--- src/logic/mit_pkg.sv ---
//==========================================================
// Purpose: Shared constants and opcode set of the executor
// Assumes: One 100 MHz clock, synchronous active-high reset
// Notes:   Opcode codes are internal to the core decode
package mit_pkg;

  // Opcodes of the executor
  typedef enum logic [5:0] {
    OP_IDLE, OP_ROT_R, OP_ROT_R_W, OP_ROT_RC, OP_ROT_RC_W,
    OP_ROT_L, OP_ROT_L_W, OP_ROT_LC, OP_ROT_LC_W,
    OP_COPY_M2W, OP_COPY_W2M, OP_COPY_I2W,
    OP_BIT_CLR, OP_BIT_SET,
    OP_JUMP, OP_CALL, OP_SUB_EXIT, OP_SUB_EXIT_IMM, OP_INT_EXIT,
    OP_SKIP_ZERO, OP_SKIP_ZERO_W, OP_SKIP_BIT_CLR, OP_SKIP_BIT_SET,
    OP_INC_SKIP, OP_DEC_SKIP, OP_INC_SKIP_W, OP_DEC_SKIP_W,
    OP_TBL_CUR, OP_TBL_LAST,
    OP_BYTE_CLR, OP_BYTE_SET, OP_WDT_CLR, OP_WDT_PRE1, OP_WDT_PRE2,
    OP_SWAP, OP_SWAP_W, OP_HALT
  } mit_op_t;

  typedef enum logic [1:0] {PRE_NONE, PRE_FIRST, PRE_SECOND} mit_pre_t;

  // Register port map
  localparam logic [3:0]  REG_STATUS     = 4'h0;
  localparam logic [3:0]  REG_CTRL       = 4'h1;
  localparam logic [3:0]  REG_WORK       = 4'h2;
  // Status fields
  localparam int          ST_CARRY_BIT   = 0;
  localparam int          ST_EXPIRY_BIT  = 1;
  localparam int          ST_HALTF_BIT   = 2;
  localparam int          ST_PDOWN_BIT   = 3;
  // Control fields
  localparam int          CT_WAKE_BIT    = 0;
  localparam int          CT_CARRY_BIT   = 1;
  localparam int          CT_CLOAD_BIT   = 2;

  // Data memory address of the program counter low byte
  localparam logic [7:0]  PC_LOW_ADDR    = 8'h06;
  localparam logic [3:0]  LAST_PAGE      = 4'hf;

  // Reset values
  localparam logic [7:0]  WORK_RST       = 8'h00;
  localparam logic        CARRY_RST      = 1'b0;
  localparam logic        EXPIRY_RST     = 1'b0;
  localparam logic        HALTF_RST      = 1'b0;
  localparam logic [6:0]  TABLE_HIGH_RST = 7'h00;

  // Instruction lengths in machine cycles
  localparam int          CYC_SHORT      = 1;
  localparam int          CYC_LONG       = 2;

endpackage : mit_pkg

--- src/logic/mit_exec.sv ---
//==========================================================
// Purpose: Executes rotate, move, bit, branch, skip, table and misc ops
// Assumes: Operand byte of [m] and the ROM word arrive from the core
// Notes:   Two-cycle ops hold ready low for one extra cycle
module mit_exec
  import mit_pkg::*;
(
  input  wire logic        clk,
  input  wire logic        rst,
  input  wire logic        instr_valid,
  input  wire logic [5:0]  instr_op,
  input  wire logic [7:0]  instr_addr,
  input  wire logic [2:0]  instr_bit,
  input  wire logic [7:0]  instr_imm,
  input  wire logic [11:0] instr_target,
  input  wire logic [7:0]  mem_operand,
  input  wire logic [11:0] pc_now,
  input  wire logic [11:0] stack_top,
  input  wire logic [7:0]  table_ptr,
  input  wire logic [14:0] pm_rdata,
  input  wire logic        wdt_timeout,
  input  wire logic [3:0]  reg_addr,
  input  wire logic [7:0]  reg_wdata,
  input  wire logic        reg_we,
  input  wire logic        reg_re,
  output logic             ready_reg,
  output logic             retire_reg,
  output logic [7:0]       work_reg,
  output logic             carry_reg,
  output logic             expiry_flag_reg,
  output logic             halt_flag_reg,
  output logic             power_down_reg,
  output logic             dm_we_reg,
  output logic [7:0]       dm_waddr_reg,
  output logic [7:0]       dm_wdata_reg,
  output logic             pc_load_reg,
  output logic [11:0]      pc_value_reg,
  output logic             stack_push_reg,
  output logic [11:0]      stack_data_reg,
  output logic             stack_pop_reg,
  output logic             skip_next_reg,
  output logic             pm_req_reg,
  output logic [11:0]      pm_addr_reg,
  output logic [6:0]       table_high_reg,
  output logic             wdt_clear_reg,
  output logic [7:0]       reg_rdata_reg
);

  //==========================================================
  // Decode and compute
  typedef enum {ST_RUN, ST_EXTRA, ST_TABLE} mit_state_t;
  mit_state_t  state_reg;
  mit_pre_t    pre_reg;
  mit_op_t     op;
  logic        issue;
  logic [7:0]  res;
  logic [7:0]  mask;
  logic        wr_mem, wr_work, c_upd, c_new, skip, long_op;
  logic        do_wclr, do_halt, pc_jump, push, pop, tbl;
  logic [11:0] jump_to;
  logic        wake;

  assign op    = mit_op_t'(instr_op);
  assign issue = instr_valid && ready_reg;
  assign mask  = 8'h01 << instr_bit;
  assign wake  = reg_we && reg_addr == REG_CTRL && reg_wdata[CT_WAKE_BIT];

  always_comb begin
    res = mem_operand;
    wr_mem = 1'b0;
    wr_work = 1'b0;
    c_upd = 1'b0;
    c_new = carry_reg;
    skip = 1'b0;
    long_op = 1'b0;
    do_wclr = 1'b0;
    do_halt = 1'b0;
    pc_jump = 1'b0;
    push = 1'b0;
    pop = 1'b0;
    tbl = 1'b0;
    jump_to = instr_target;
    unique case (op)
      OP_ROT_R, OP_ROT_R_W: begin
        res = {mem_operand[0], mem_operand[7:1]};
        wr_mem = (op == OP_ROT_R);
        wr_work = (op == OP_ROT_R_W);
      end
      OP_ROT_L, OP_ROT_L_W: begin
        res = {mem_operand[6:0], mem_operand[7]};
        wr_mem = (op == OP_ROT_L);
        wr_work = (op == OP_ROT_L_W);
      end
      OP_ROT_RC, OP_ROT_RC_W: begin
        res = {carry_reg, mem_operand[7:1]};
        c_upd = 1'b1;
        c_new = mem_operand[0];
        wr_mem = (op == OP_ROT_RC);
        wr_work = (op == OP_ROT_RC_W);
      end
      OP_ROT_LC, OP_ROT_LC_W: begin
        res = {mem_operand[6:0], carry_reg};
        c_upd = 1'b1;
        c_new = mem_operand[7];
        wr_mem = (op == OP_ROT_LC);
        wr_work = (op == OP_ROT_LC_W);
      end
      OP_COPY_M2W: wr_work = 1'b1;
      OP_COPY_W2M: begin
        res = work_reg;
        wr_mem = 1'b1;
      end
      OP_COPY_I2W: begin
        res = instr_imm;
        wr_work = 1'b1;
      end
      OP_BIT_CLR: begin
        res = mem_operand & ~mask;
        wr_mem = 1'b1;
      end
      OP_BIT_SET: begin
        res = mem_operand | mask;
        wr_mem = 1'b1;
      end
      OP_JUMP: pc_jump = 1'b1;
      OP_CALL: begin
        pc_jump = 1'b1;
        push = 1'b1;
      end
      OP_SUB_EXIT, OP_INT_EXIT: begin
        pc_jump = 1'b1;
        pop = 1'b1;
        jump_to = stack_top;
      end
      OP_SUB_EXIT_IMM: begin
        pc_jump = 1'b1;
        pop = 1'b1;
        jump_to = stack_top;
        res = instr_imm;
        wr_work = 1'b1;
      end
      OP_SKIP_ZERO: skip = (mem_operand == 8'h00);
      OP_SKIP_ZERO_W: begin
        wr_work = 1'b1;
        skip = (mem_operand == 8'h00);
      end
      OP_SKIP_BIT_CLR: skip = !mem_operand[instr_bit];
      OP_SKIP_BIT_SET: skip = mem_operand[instr_bit];
      OP_INC_SKIP, OP_INC_SKIP_W, OP_DEC_SKIP, OP_DEC_SKIP_W: begin
        res = (op == OP_INC_SKIP || op == OP_INC_SKIP_W) ? mem_operand + 8'h01
                                                          : mem_operand - 8'h01;
        skip = (res == 8'h00);
        wr_mem = (op == OP_INC_SKIP || op == OP_DEC_SKIP);
        wr_work = !wr_mem;
      end
      OP_TBL_CUR, OP_TBL_LAST: tbl = 1'b1;
      OP_BYTE_CLR: begin
        res = 8'h00;
        wr_mem = 1'b1;
      end
      OP_BYTE_SET: begin
        res = 8'hff;
        wr_mem = 1'b1;
      end
      OP_WDT_CLR: do_wclr = 1'b1;
      OP_WDT_PRE1: do_wclr = (pre_reg == PRE_SECOND);
      OP_WDT_PRE2: do_wclr = (pre_reg == PRE_FIRST);
      OP_SWAP, OP_SWAP_W: begin
        res = {mem_operand[3:0], mem_operand[7:4]};
        wr_mem = (op == OP_SWAP);
        wr_work = (op == OP_SWAP_W);
      end
      OP_HALT: do_halt = 1'b1;
      OP_IDLE: ;
      default: ;  // Unused codes act as idle
    endcase
    // Writing the low byte reloads the program counter
    if (wr_mem && instr_addr == PC_LOW_ADDR) begin
      pc_jump = 1'b1;
      jump_to = {pc_now[11:8], res};
    end
    long_op = pc_jump || skip;
  end

  //==========================================================
  // Sequencing
  always_ff @(posedge clk) begin
    if (rst) begin
      state_reg <= ST_RUN;
      ready_reg <= 1'b0;
      retire_reg <= 1'b0;
    end else begin
      retire_reg <= 1'b0;
      unique case (state_reg)
        ST_RUN: begin
          if (issue && tbl) begin
            state_reg <= ST_TABLE;
            ready_reg <= 1'b0;
          end else if (issue && long_op) begin
            state_reg <= ST_EXTRA;
            ready_reg <= 1'b0;
            retire_reg <= 1'b1;
          end else begin
            ready_reg <= !(issue && do_halt) && !(power_down_reg && !wake);
            retire_reg <= issue;
          end
        end
        ST_EXTRA, ST_TABLE: begin
          state_reg <= ST_RUN;
          ready_reg <= 1'b1;
          retire_reg <= (state_reg == ST_TABLE);
        end
      endcase
    end
  end

  //==========================================================
  // Working register and carry
  always_ff @(posedge clk) begin
    if (rst) begin
      work_reg <= WORK_RST;
      carry_reg <= CARRY_RST;
    end else begin
      if (issue && wr_work) begin
        work_reg <= res;
      end
      if (issue && c_upd) begin
        carry_reg <= c_new;
      end else if (reg_we && reg_addr == REG_CTRL && reg_wdata[CT_CLOAD_BIT]) begin
        carry_reg <= reg_wdata[CT_CARRY_BIT];
      end
    end
  end

  //==========================================================
  // Memory writes, branches and table fetch
  always_ff @(posedge clk) begin
    if (rst) begin
      dm_we_reg <= 1'b0;
      dm_waddr_reg <= 8'h00;
      dm_wdata_reg <= 8'h00;
      pc_load_reg <= 1'b0;
      pc_value_reg <= 12'h000;
      stack_push_reg <= 1'b0;
      stack_data_reg <= 12'h000;
      stack_pop_reg <= 1'b0;
      skip_next_reg <= 1'b0;
      pm_req_reg <= 1'b0;
      pm_addr_reg <= 12'h000;
      table_high_reg <= TABLE_HIGH_RST;
    end else begin
      dm_we_reg <= issue && wr_mem;
      pc_load_reg <= issue && pc_jump;
      stack_push_reg <= issue && push;
      stack_pop_reg <= issue && pop;
      skip_next_reg <= issue && skip;
      pm_req_reg <= issue && tbl;
      if (issue) begin
        dm_waddr_reg <= instr_addr;
        dm_wdata_reg <= res;
        pc_value_reg <= jump_to;
        stack_data_reg <= pc_now + 12'h001;
        pm_addr_reg <= {(op == OP_TBL_LAST) ? LAST_PAGE : pc_now[11:8], table_ptr};
      end
      // Word is read while the request stands
      if (state_reg == ST_TABLE) begin
        table_high_reg <= pm_rdata[14:8];
        dm_we_reg <= 1'b1;
        dm_wdata_reg <= pm_rdata[7:0];
      end
    end
  end

  //==========================================================
  // Watchdog and power-down flags
  always_ff @(posedge clk) begin
    if (rst) begin
      expiry_flag_reg <= EXPIRY_RST;
      halt_flag_reg <= HALTF_RST;
      power_down_reg <= 1'b0;
      wdt_clear_reg <= 1'b0;
      pre_reg <= PRE_NONE;
    end else begin
      wdt_clear_reg <= issue && (do_wclr || do_halt);
      if (issue) begin
        pre_reg <= (op == OP_WDT_PRE1 && !do_wclr) ? PRE_FIRST :
                   (op == OP_WDT_PRE2 && !do_wclr) ? PRE_SECOND : PRE_NONE;
      end
      // Timeout wins over a clear in the same cycle
      if (wdt_timeout) begin
        expiry_flag_reg <= 1'b1;
      end else if (issue && (do_wclr || do_halt)) begin
        expiry_flag_reg <= 1'b0;
      end
      if (issue && do_halt) begin
        halt_flag_reg <= 1'b1;
        power_down_reg <= 1'b1;
      end else begin
        if (issue && do_wclr) halt_flag_reg <= 1'b0;
        if (wake || wdt_timeout) power_down_reg <= 1'b0;
      end
    end
  end

  //==========================================================
  // Register port
  always_ff @(posedge clk) begin
    if (rst) begin
      reg_rdata_reg <= 8'h00;
    end else if (reg_re) begin
      unique case (reg_addr)
        REG_STATUS: reg_rdata_reg <= {4'h0, power_down_reg, halt_flag_reg, expiry_flag_reg, carry_reg};
        REG_WORK:   reg_rdata_reg <= work_reg;
        default:    reg_rdata_reg <= 8'h00;
      endcase
    end else begin
      reg_rdata_reg <= 8'h00;
    end
  end
endmodule : mit_exec

--- config.mk ---
export PLATFORM = sky130hd
export DESIGN_NAME = mit_exec
export DESIGN_NICKNAME = d
export VERILOG_FILES = /design/src/logic/mit_pkg.sv /design/src/logic/mit_exec.sv
export SDC_FILE = /design/constraint.sdc
export NUM_CORES = 1
export LEC_CHECK = 0
export ABC_AREA = 1
export BUFFER_PORTS_ARGS = -buffer_cell sky130_fd_sc_hd__buf_2
export CAP_MARGIN = 20
export CORE_ASPECT_RATIO = 1.75
export CORE_MARGIN = 2
export CORE_UTILIZATION = 30
export DETAILED_ROUTE_END_ITERATION = 10
export HOLD_SLACK_MARGIN = 0.05
export PLACE_DENSITY = 0.51
export SETUP_SLACK_MARGIN = 0.4
export SYNTH_ARGS = -nofsm -noshare
export SYNTH_HDL_FRONTEND = slang
export SYNTH_SLANG_ARGS = --single-unit
--- constraint.sdc ---
create_clock -name clk -period 3.45 [get_ports clk]
set_clock_uncertainty 0.15 [all_clocks]
set_input_delay 0.69 -clock clk [delete_from_list [all_inputs] [get_ports clk]]
set_output_delay 0.69 -clock clk [all_outputs]
set_load 0.01 [all_outputs]
==> results.md, run 1 <==
- FF-to-FF Start: ready_reg
- Post-synthesis to final-layout area growth: 32.1%
- Ys flop type: dfxtp_1
- First-pass GRT wire length: 33700 µm
- Worst Path Max Fanout: 7
- DRC: 0
- CP endpoint kind: flop
- Fraction of layout cells with a size suffix above 1: 25.7%
- Final hold violation count: 0
- Setup_tns: 0 ns
- Synthesized cell area: 5390 µm²
- Synth cell types: 37
- Wirelength, routed: 21400 µm
- CTS H-tree depth: 3
- Max-slew violations: 0
- CP startpoint: instr_op[0]
- Worst setup path end: state_reg[0]
- Die width: 105 µm
- Placed cells: 1267
- CTS tree: built
- HPWL after DPL: 17200 µm
- Fraction of registers with async set/reset: 0%
- Buffers & Inverters on Critical Path: 3
- Setup-failing EPs final: 0
- Vias after detailed routing: 6222
- Slack of the worst reg-to-reg path: 1.35 ns
- Unrepaired setup endpoints after global routing: no
- R2R cell count: 7
- Required @ worst endpoint: 3.55 ns
- WP data arrival: 2.96 ns
- Crit share post-route: 82.9%
- Status: complete, no violations
- Max Buffers Root-to-Sink: 2
- Max incr delay on CP: 0.33 ns
- Post-route ant nets: 0
- EDFF count, synth: 0
- Die height: 181 µm
- Drt pass-1 iters: 5
- Core ar.: 17500 µm²
- Die ar.: 19100 µm²
- Least-Margin Pin Slew: 0.631 ns
- PortBufs: 192
- Syn Inst Count: 842
- R2r endpoint: dm_wdata_reg[1]
- Seq cells post-synth: 92
- Slowest stage cell on the critical path: ha_1
- Placer Congestion: 0.937
- DRT iter0 DRCs: 160
- Largest net degree at the start of global routing: 43
- Io pins: 198
- Storage cell area: 1840 µm²
- Multi-input logic area: 3100 µm²
- # rows: 64
- Worst vdd ir: 0.000280 V
- GRT Total Usage: 22.8%
- Syn nets: 963
- Lkg Pwr: 3.76 nW
- CP dominant cell by count: nand2_1
- Final #Nets: 1168
- Seq/Total Area, Yosys: 34.1%
- Root buffer cell: clkbuf_16
- WS Path Type: in -> reg
- WL per Instance: 16.7 µm
- Worst skew pair latency: 0.35 ns
- Max Freq: 0.349 GHz
- Yosys warns: 0
- Vias in the first global route: 6313
- Syn Area/Cell: 6.41 µm²
- Fin area: 7130 µm²
- Pwr/cell area: 392 nW/µm²
- Worst Setup Start Kind: primary input
- Cell family with most CP delay: simple AND/OR/NAND/NOR gates
- Relative max-transition margin: 57.9%
- # clock sinks: 92
- Min-delay worst type: reg -> reg
- Starting Density: 30.8%
- Via density: 4.85
- Final period demand of the worst path: 2.86 ns
- Antenna violations before repair: 0
- Grt total ovfl: 0
- Clock-pin slew on the worst setup and hold paths: 0.06 ns
- ANT cells: 0
- Clock buffer count from CTS: 9
- Hold WS: 0.315 ns
- Crit path depth: 19
- Final cell count without fillers: 1283
- Placed Area: 6750 µm²
- CP Cell Sequence: buf_2, inv_2, nor2_2, nand2_1, nand2_1, nand2_4, ha_1, nand3_1, nand3_1, nand2_1, nand2_1, nor2_1, nand3_1, o21ai_0, nand2_1, nand3_1, nand2_1, inv_1, nor2_1
- Max cap viols: 0
- Fillers: 1960
synthesized netlist by cell type (5+ instances only):
master    instances  area, µm²
ha_1             10        125
mux2i_1           8       80.1
inv_1            89        334
a21oi_1          66        330
o21ai_1           8       40.0
o211ai_1          6       45.0
nor2_1          115        432
nor4_1            5       31.3
nor3_1           16       80.1
inv_2             7       26.3
a31oi_1          10       62.6
dfxtp_1          92       1840
nand4_1          12       75.1
o21ai_0          72        360
nand2_2           5       31.3
nand3_1          59        295
nand2_1         193        724
xor2_1            8       70.1
clkbuf_1         23       86.3
report_power, final:
group	internal (W)	switching [W]	leakage [nW]
Combinational	0.000206	0.000345	2.85
Clock	0.000677	0.000429	0.160
Sequential	0.00111	0.0000264	0.751
how the worst min path moves through the flow:
stage	start	to	slack, ns	depth (start not counted)
after floorplan	pre_reg[1]	pre_reg[1]	0.31	2
after global routing	pc_value_reg[3]	pc_value_reg[3]	0.34	2
after CTS	pc_value_reg[0]	pc_value_reg[0]	0.32	2
final	pc_value_reg[0]	pc_value_reg[0]	0.31	2
after detailed placement	pc_value_reg[8]	pc_value_reg[8]	0.30	2
after global placement	pc_value_reg[7]	pc_value_reg[7]	0.30	2
area by class of cell:
class / count / area share [%]
clock buffer: 13 / 3.65
tap: 231 / 4.06
inverter: 96 / 5.06
timing repair buffer: 224 / 16.9
sequential: 92 / 25.8
multi-input combinational: 624 / 43.6
clock inverter: 3 / 0.966
routing by layer:
metal | global-route usage [%] | vias to the layer above | wire, µm
met2 | 43.2 | 174 | 11600
met1 | 22.2 | 2813 | 7650
met5 | 0 | - | 0
met3 | 4.38 | 56 | 855
li1 | - | 3179 | -
met4 | 14.2 | 0 | 1300
cells by family (layout without fill, tap and decap cells):
logic type,Yosys count,count (layout),share of synthesized area (%)
multiplexers,8,8,1.48
buffers and inverters,126,336,9.28
adder cells (fa/ha/maj),11,11,2.69
XOR/XNOR,10,10,1.62
flip-flops,92,92,34.1
AO/OA/AOI/OAI,178,178,17.9
AND/OR/NAND/NOR,417,417,32.9
timing repair:
item                       CTS  global route
buffers inserted             0             0
setup endpoints to repair    0            19
resized for setup            0             8
hold buffers                 0             0
metrics by stage:
| step | setup WS [ns] | util [%] | power (W) |
|---|---|---|---|
| after floorplan | 0.649 | - | 0.00145 |
| after detailed placement | 0.0985 | 38.5 | 0.00171 |
| final | 0.588 | 40.6 | 0.00279 |
| after global placement | 0.105 | 38.5 | 0.00171 |
| after global routing | 0.398 | 40.6 | 0.00294 |
| after CTS | 0.469 | 40.3 | 0.00282 |
cell usage in the layout, fill, tap and decap left out, types with 3 or more instances in the layout:
| cell | netlist | layout |
|---|---|---|
| a211oi_1 | 3 | 3 |
| nor2_1 | 115 | 115 |
| dfxtp_1 | 92 | 92 |
| inv_2 | 7 | 7 |
| xor2_1 | 8 | 8 |
| clkbuf_16 | 0 | 9 |
| nor4_1 | 5 | 5 |
| o211ai_1 | 6 | 6 |
| buf_4 | 0 | 32 |
| ha_4 | 0 | 3 |
| mux2i_1 | 8 | 8 |
| o21ai_0 | 72 | 72 |
| a22o_1 | 4 | 4 |
| nand2_4 | 2 | 3 |
| o21ai_1 | 8 | 8 |
| nand2_1 | 193 | 190 |
| nor3_1 | 16 | 16 |
| nand2_2 | 5 | 7 |
| nor2_2 | 4 | 4 |
| a21oi_1 | 66 | 66 |
| ha_1 | 10 | 7 |
| a31oi_1 | 10 | 10 |
| nand4_1 | 12 | 12 |
| nand3_1 | 59 | 59 |
| buf_2 | 4 | 192 |
| o22ai_1 | 4 | 4 |
| inv_1 | 89 | 89 |
worst register-to-register path, cell delays in order (launching register included):
cell and delay (ns):
dfxtp_1 0.33, nand2_2 0.36, inv_1 0.12, buf_4 0.24
nor2_1 0.49, a22o_1 0.21, a21oi_1 0.04, nor2_1 0.10
Note: power is estimated with default switching activity, not from simulation.
==> inputs of run 2 (changes only) <==
--- a/config.mk
+++ b/config.mk
@@ -13,7 +13,7 @@
 export CORE_UTILIZATION = 30
 export DETAILED_ROUTE_END_ITERATION = 10
 export HOLD_SLACK_MARGIN = 0.05
-export PLACE_DENSITY = 0.51
+export PLACE_DENSITY = 0.53
 export SETUP_SLACK_MARGIN = 0.4
 export SYNTH_ARGS = -nofsm -noshare
 export SYNTH_HDL_FRONTEND = slang
==> constraint.sdc (replaced) <==
create_clock -name clk -period 2.48 [get_ports clk]
set_clock_uncertainty 0.15 [all_clocks]
set_input_delay 0.496 -clock clk [delete_from_list [all_inputs] [get_ports clk]]
set_output_delay 0.496 -clock clk [all_outputs]
set_load 0.01 [all_outputs]
==> results.md, run 2 (same netlist as run 1, synthesis figures left out) <==
- Antenna violations before repair: 0 (unchanged)
- Pre-CTS setup slack: -0.411 ns (-0.510 ns)
- Grt total ovfl: 0 (unchanged)
- Status: complete, no violations
- First-pass GRT wire length: 33800 µm (+0.37%)
- Fillers: 1900 (-3.1%)
- Switching power total: 0.00117 W (+46%)
- ANT cells: 0 (unchanged)
- Relative max-transition margin: 35.3% (-23 points)
- DR WL met3: 838 µm (-2.0%)
- Final period demand of the worst path: 2.33 ns
- PortBufs: 192 (unchanged)
- Via density: 4.85 (about the same)
- Hold Buf Count CTS: 0 (unchanged)
- Placer Congestion: 0.932 (-0.52%)
- CTS H-tree depth: 3 (unchanged)
- Slowest stage cell on the critical path: fa_2
- Final hold violation count: 0 (unchanged)
- CP Cell Sequence: buf_6, inv_4, nor2_4, nand2_2, nand2_4, nand2_8, fa_2, nand3_2, nand2_1, nand2_1, nand2_2, nor2_4, nand3_2, o21ai_2, nand2_2, nand3_2, nand2_1, inv_1, nor2_1
- WP data arrival: 2.41 ns (-0.55 ns)
- Setup-failing EPs final: 0 (unchanged)
- GRT Total Usage: 22.8% (+0.041 points)
- Final #Nets: 1246 (+6.7%)
- Vias after detailed routing: 6587 (+5.9%)
- Clock power share: 33.3% (-6.3 points)
- # rows: 64 (unchanged)
- # clock sinks: 92 (unchanged)
- CTS tree: built
- Worst Setup Start Kind: primary input
- Clock-pin slew on the worst setup and hold paths: 0.06 ns (about the same)
- DRC: 0 (unchanged)
- Setup_tns: 0 ns (unchanged)
- Pwr Total: 0.00380 W (+36%)
- Max Buffers Root-to-Sink: 2 (unchanged)
- Worst Path Max Fanout: 7 (unchanged)
- Sequential share of power: 41.7% (+0.9 points)
- Largest net degree at the start of global routing: 47 (+9.3%)
- Root buffer cell: clkbuf_16
- Worst skew pair latency: 0.34 ns (about the same)
- Pwr/cell area: 458 nW/µm² (+17%)
- Lkg Pwr: 4.23 nW (+13%)
- Hold WS: 0.208 ns (-0.107 ns)
- CP endpoint kind: flop
- Die ar.: 19100 µm² (unchanged)
- Final cell count without fillers: 1359 (+5.9%)
- Io pins: 198 (unchanged)
- Vias in the first global route: 6492 (+2.8%)
- Post-synthesis to final-layout area growth: 53.9%
- WL per Instance: 16.2 µm (-2.9%)
- Unrepaired setup endpoints after global routing: yes
- Wirelength, routed: 22000 µm (+2.9%)
- Drt pass-1 iters: 4 (-1)
- Die height: 181 µm (unchanged)
- Min-delay worst type: in -> reg
- Met2 Wirelength: 12400 µm (+6.3%)
- Placed cells: 1329 (+4.9%)
- Max-slew violations: 0 (unchanged)
- Final setup margin: 0.153 ns (-0.435 ns)
- DRT iter0 DRCs: 257 (+61%)
- Core ar.: 17500 µm² (unchanged)
- Die width: 105 µm (unchanged)
- WL met1: 7620 µm (-0.35%)
- Required @ worst endpoint: 2.57 ns (-0.98 ns)
- Sw Ratio: 30.7% (+2.1 points)
- Post-route ant nets: 0 (unchanged)
- HPWL after DPL: 17800 µm (+3.8%)
- Starting Density: 30.8% (unchanged)
- Worst vdd ir: 0.000531 V (+89%)
- Highest metal used: met4
- Max cap viols: 0 (unchanged)
- Combinational share of power: 25.0% (+5.3 points)
- WS Path Type: in -> reg
- Fraction of layout cells with a size suffix above 1: 39.5% (+14 points)
- Max Freq: 0.430 GHz
- Commonest non-fill, non-tap cell in the layout: buf_2
- Crit share post-route: 93.8%
- Max incr delay on CP: 0.39 ns (+0.06 ns)
- Least-Margin Pin Slew: 0.967 ns (+0.337 ns)
- Commonest non-fill, non-tap cells in the layout: 187 x buf_2, 148 x nand2_1, 106 x nor2_1
- P_int: 0.00264 W (+32%)
- Clock buffer count from CTS: 9 (unchanged)
run 2: cell types whose count changed in the layout (fill, tap and decap cells not counted), moves of 10 or more:
cell     previous run  this run
nand3_1            59        42
nand3_2             2        14
nand2_1           190       148
buf_4              32        97
nand2_2             7        43
o21ai_0            72        62
run 2: power groups by stage:
stage | clock network, W | logic [W] | registers (W)
6_report | 0.00127 | 0.000950 | 0.00159
4_1_cts | 0.00131 | 0.000899 | 0.00158
3_3_place_gp | 0 | 0.000833 | 0.00162
3_5_place_dp | 0 | 0.000835 | 0.00162
2_1_floorplan | 0 | 0.000393 | 0.00165
5_1_grt | 0.00136 | 0.00104 | 0.00159
run 2: worst paths after layout:
| kind | startpoint | to | slack, ns | cells past startpoint |
|---|---|---|---|---|
| max | instr_op[0] | state_reg[0] | 0.15 | 19 |
| max reg2reg | state_reg[0] | dm_wdata_reg[7] | 0.45 | 6 |
| min | wdt_timeout | power_down_reg | 0.21 | 2 |
| min reg2reg | pc_value_reg[11] | pc_value_reg[11] | 0.31 | 2 |
run 2: layout make-up:
type / count / area (µm²) / area share (%)
repair buffers: 302 / 1940 / 23.4
well taps: 231 / 289 / 3.48
inverters: 96 / 383 / 4.61
clock buffers: 10 / 239 / 2.88
multi-input cells: 624 / 3580 / 43.1
flip-flops and latches: 92 / 1840 / 22.2
clock inverters: 4 / 26.3 / 0.317
run 2: critical path: cells and delay by family:
kind                       cells  cell delay (ns)
and+or+nand+nor               14             1.17
adders and majority gates      1             0.39
buffers and inverters          3             0.19
AOI/OAI and AO/OA              1             0.17
run 2: what timing repair did:
| action | CTS | global route |
|---|---|---|
| hold endpoints to repair | 0 | 0 |
| resized for setup | 71 | 60 |
| buffers inserted | 6 | 10 |
| pin swaps | 38 | 30 |
| endpoints found under the setup margin | 35 | 37 |
run 2: per-layer routing:
layer	GRT usage (%)	vias up
li1	-	3332
met1	21.6	3010
met2	44.2	189
met3	4.09	56
met4	14.1	0
met5	0	-
run 2: stage by stage:
step,cell area [µm²],util [%]
after floorplan,5560,-
after global placement,7440,42.4
after detailed placement,7440,42.4
after CTS,7990,45.6
after global routing,8300,47.3
final,8300,47.3
==> inputs of run 3 (changes only) <==
--- a/config.mk
+++ b/config.mk
@@ -5,14 +5,14 @@
 export SDC_FILE = /design/constraint.sdc
 export NUM_CORES = 1
 export LEC_CHECK = 0
-export ABC_AREA = 1
+export ABC_AREA = 0
 export BUFFER_PORTS_ARGS = -buffer_cell sky130_fd_sc_hd__buf_2
 export CAP_MARGIN = 20
 export CORE_ASPECT_RATIO = 1.75
 export CORE_MARGIN = 2
 export CORE_UTILIZATION = 30
 export DETAILED_ROUTE_END_ITERATION = 10
-export HOLD_SLACK_MARGIN = 0.05
+export GPL_TIMING_DRIVEN = 0
 export PLACE_DENSITY = 0.53
 export SETUP_SLACK_MARGIN = 0.4
 export SYNTH_ARGS = -nofsm -noshare
==> results.md, run 3 <==
- Status: finished, violations left
- Failing checks: setup timing
- Max Buffers Root-to-Sink: 2 (unchanged)
- Storage cell area: 1840 µm² (unchanged)
- Final hold violation count: 0 (unchanged)
- Required @ worst endpoint: 2.61 ns (+0.04 ns)
- Fillers: 1855 (-2.4%)
- Max cap viols: 0 (unchanged)
- Crit share post-route: 121% (+27 points)
- CP Cell Sequence: buf_8, buf_12, buf_8, and3b_1, o211ai_1, buf_6, ha_4, a211oi_4, o21bai_1, a21oi_2, xor2_2, buf_4, o2111ai_4, o211ai_1, a21oi_1
- Commonest non-fill, non-tap cells in the layout: 185 x buf_2, 92 x dfxtp_1, 84 x nand2_1
- CTS tree: built
- DRC: 0 (unchanged)
- Grt total ovfl: 0 (unchanged)
- Final #Nets: 1018 (-18%)
- Vias in the first global route: 6087 (-6.2%)
- # clock sinks: 92 (unchanged)
- Post-synthesis to final-layout area growth: 45.6%
- Worst Setup Start Kind: primary input
- Commonest non-fill, non-tap cell in the layout: buf_2
- Combinational share of power: 25.1% (about the same)
- Placer Congestion: 0.880 (-5.5%)
- Hold Buf Count CTS: 0 (unchanged)
- Via density: 5.36 (+11%)
- Clock-pin slew on the worst setup and hold paths: 0.07 ns (about the same)
- CP endpoint kind: flop
- Largest net degree at the start of global routing: 16 (-66%)
- Vias after detailed routing: 6076 (-7.8%)
- Relative max-transition margin: 51.1% (+16 points)
- Drt pass-1 iters: 5 (+1)
- Synth cell count leaders: 92 x dfxtp_1, 88 x nand2_1, 59 x nor2_1
- Worst vdd ir: 0.000359 V (-32%)
- DRT iter0 DRCs: 323 (+26%)
- First-pass GRT wire length: 34000 µm (+0.41%)
- Lkg Pwr: 3.38 nW (-20%)
- WL per Instance: 20.1 µm (+24%)
- Die height: 181 µm (-0.17%)
- Seq/Total Area, Yosys: 34.3% (+0.12 points)
- Clock power share: 35.7% (+2.4 points)
- Final period demand of the worst path: 3.01 ns (+0.682 ns)
- Worst skew pair latency: 0.35 ns (about the same)
- Top-count cell post-synth: dfxtp_1
- Fraction of registers with async set/reset: 0% (unchanged)
- Multi-input logic area: 3710 µm² (+3.7%)
- Pwr Total: 0.00408 W (+7.2%)
- Starting Density: 30.7% (-0.11 points)
- Fin area: 7830 µm² (-5.7%)
- Placed Area: 6730 µm² (-9.6%)
- WP data arrival: 3.14 ns (+0.73 ns)
- Die width: 105 µm (-0.17%)
- Post-route ant nets: 0 (unchanged)
- Die ar.: 19000 µm² (-0.34%)
- Worst Path Max Fanout: 7 (unchanged)
- Min-delay worst type: in -> reg
- Buffers & Inverters on Critical Path: 5 (+2)
- Syn nets: 783 (-19%)
- Least-Margin Pin Slew: 0.726 ns (-0.241 ns)
- WS Path Type: in -> reg
- Wirelength, routed: 22800 µm (+3.3%)
- Unrepaired setup endpoints after global routing: yes
- Max-slew violations: 0 (unchanged)
- Core ar.: 17500 µm² (unchanged)
- Antenna violations before repair: 0 (unchanged)
- EDFF count, synth: 0 (unchanged)
- Final setup margin: -0.528 ns (-0.682 ns)
- Pwr/cell area: 521 nW/µm² (+14%)
- Yosys warns: 0 (unchanged)
- Fraction of layout cells with a size suffix above 1: 38.8% (-0.65 points)
- Sw Ratio: 30.5% (-0.18 points)
- ANT cells: 0 (unchanged)
- Cell family with most CP delay: compound AO/OA/AOI/OAI gates
- Post-synth top area cell: dfxtp_1
- Max Freq: 0.332 GHz (-23%)
- Root buffer cell: clkbuf_16
- Max incr delay on CP: 0.27 ns (-0.12 ns)
- Seq cells post-synth: 92 (unchanged)
- Synth top area cells: dfxtp_1 34%, nand2_1 6.1%, mux2i_1 6.0%
- Synth top area share: 34.3% (+0.12 points)
- Synthesized cell area: 5380 µm² (-0.35%)
- HPWL after DPL: 17600 µm (-1.3%)
- CTS H-tree depth: 3 (unchanged)
- Ys flop type: dfxtp_1
- # rows: 64 (unchanged)
- Clock buffer count from CTS: 9 (unchanged)
- Syn Area/Cell: 8.12 µm² (+27%)
- Slowest stage cell on the critical path: o2111ai_4
- P_int: 0.00283 W (+7.5%)
- PortBufs: 188 (-2.1%)
- Io pins: 198 (unchanged)
- Synth cell types: 77 (+110%)
- Switching power total: 0.00124 W (+6.6%)
- Setup-failing EPs final: 25 (+25)
- Sequential share of power: 39.2% (-2.5 points)
- Syn Inst Count: 662 (-21%)
- Pre-CTS setup slack: -1.63 ns (-1.22 ns)
- GRT Total Usage: 23.2% (+0.40 points)
[run 3: changes by cell type in the layout (fill, tap and decap cells not counted), sizes merged, moves of 34 or more]
| cell | previous run | this run |
|---|---|---|
| nand2 | 200 | 88 |
| inv | 97 | 14 |
| nor2 | 121 | 59 |
| o21ai | 81 | 24 |
| buf | 302 | 247 |
| nand3 | 61 | 13 |
| clkbuf | 10 | 44 |
[run 3: worst register-to-register path: stages, from the launching register on]
cell	delay, ns
dfxtp_1	0.39
a222oi_1	0.68
o2111ai_4	0.24
nor3b_4	0.30
a21oi_2	0.10
a22o_1	0.18
[run 3: logic make-up (layout without fill, tap and decap cells)]
kind of cell / after synthesis / count (layout) / share of synthesized area (%)
adders and majority gates: 11 / 11 / 2.70
AOI/OAI and AO/OA: 190 / 190 / 25.0
xor gates and xnor gates: 17 / 17 / 2.77
and+or+nand+nor: 248 / 248 / 23.0
DFF: 92 / 92 / 34.3
buffers and inverters: 67 / 307 / 5.26
muxes: 37 / 37 / 7.01
[run 3: final timing paths]
check / start / end / slack, ns / depth (start not counted)
min: pc_now[0] / stack_data_reg[0] / 0.20 / 2
max: instr_op[2] / work_reg[5] / -0.53 / 15
min reg2reg: pc_value_reg[6] / pc_value_reg[6] / 0.29 / 2
max reg2reg: work_reg[3] / pc_value_reg[3] / 0.33 / 5
[run 3: per-stage QoR]
stage	instances	TNS (ns)	utilization, %	hold slack, ns
after floorplan	662	-12.72	-	0.285
after global placement	1081	-39.03	38.4	0.271
after detailed placement	1081	-38.83	38.4	0.285
after CTS	1118	-7.39	43.0	0.195
after global routing	1133	-10.21	44.6	0.210
final	1133	-8.13	44.6	0.205
[run 3: final cells by class]
type	instances	area share [%]
Multi-Input combinational cell	503	47.4
Sequential cell	92	23.5
Timing Repair Buffer	224	16.0
Buffer	55	4.83
Tap cell	231	3.69
Clock buffer	12	3.28
Clock inverter	4	0.703
Inverter	12	0.576
[run 3: routing by layer]
| metal | up-vias | global-route usage [%] | part of all wire, % |
|---|---|---|---|
| met5 | - | 0 | 0 |
| li1 | 2902 | - | - |
| met1 | 2906 | 23.4 | 36 |
| met2 | 219 | 44.5 | 55 |
| met4 | 0 | 12.9 | 5.0 |
| met3 | 49 | 3.46 | 4.7 |
[run 3: what timing repair did]
action                     in CTS  in global routing
buffers inserted               21                 14
setup endpoints to repair      49                 48
pin swaps                      37                 39
gates resized for setup        73                 56
gates cloned                    0                  1
[run 3: power by group through the flow]
stage | Combinational, W | Sequential [W] | Clock (W)
3_5_place_dp | 0.000859 | 0.00163 | 0
6_report | 0.00102 | 0.00160 | 0.00145
4_1_cts | 0.000954 | 0.00160 | 0.00148
5_1_grt | 0.00110 | 0.00161 | 0.00154
3_3_place_gp | 0.000858 | 0.00163 | 0
2_1_floorplan | 0.000465 | 0.00166 | 0
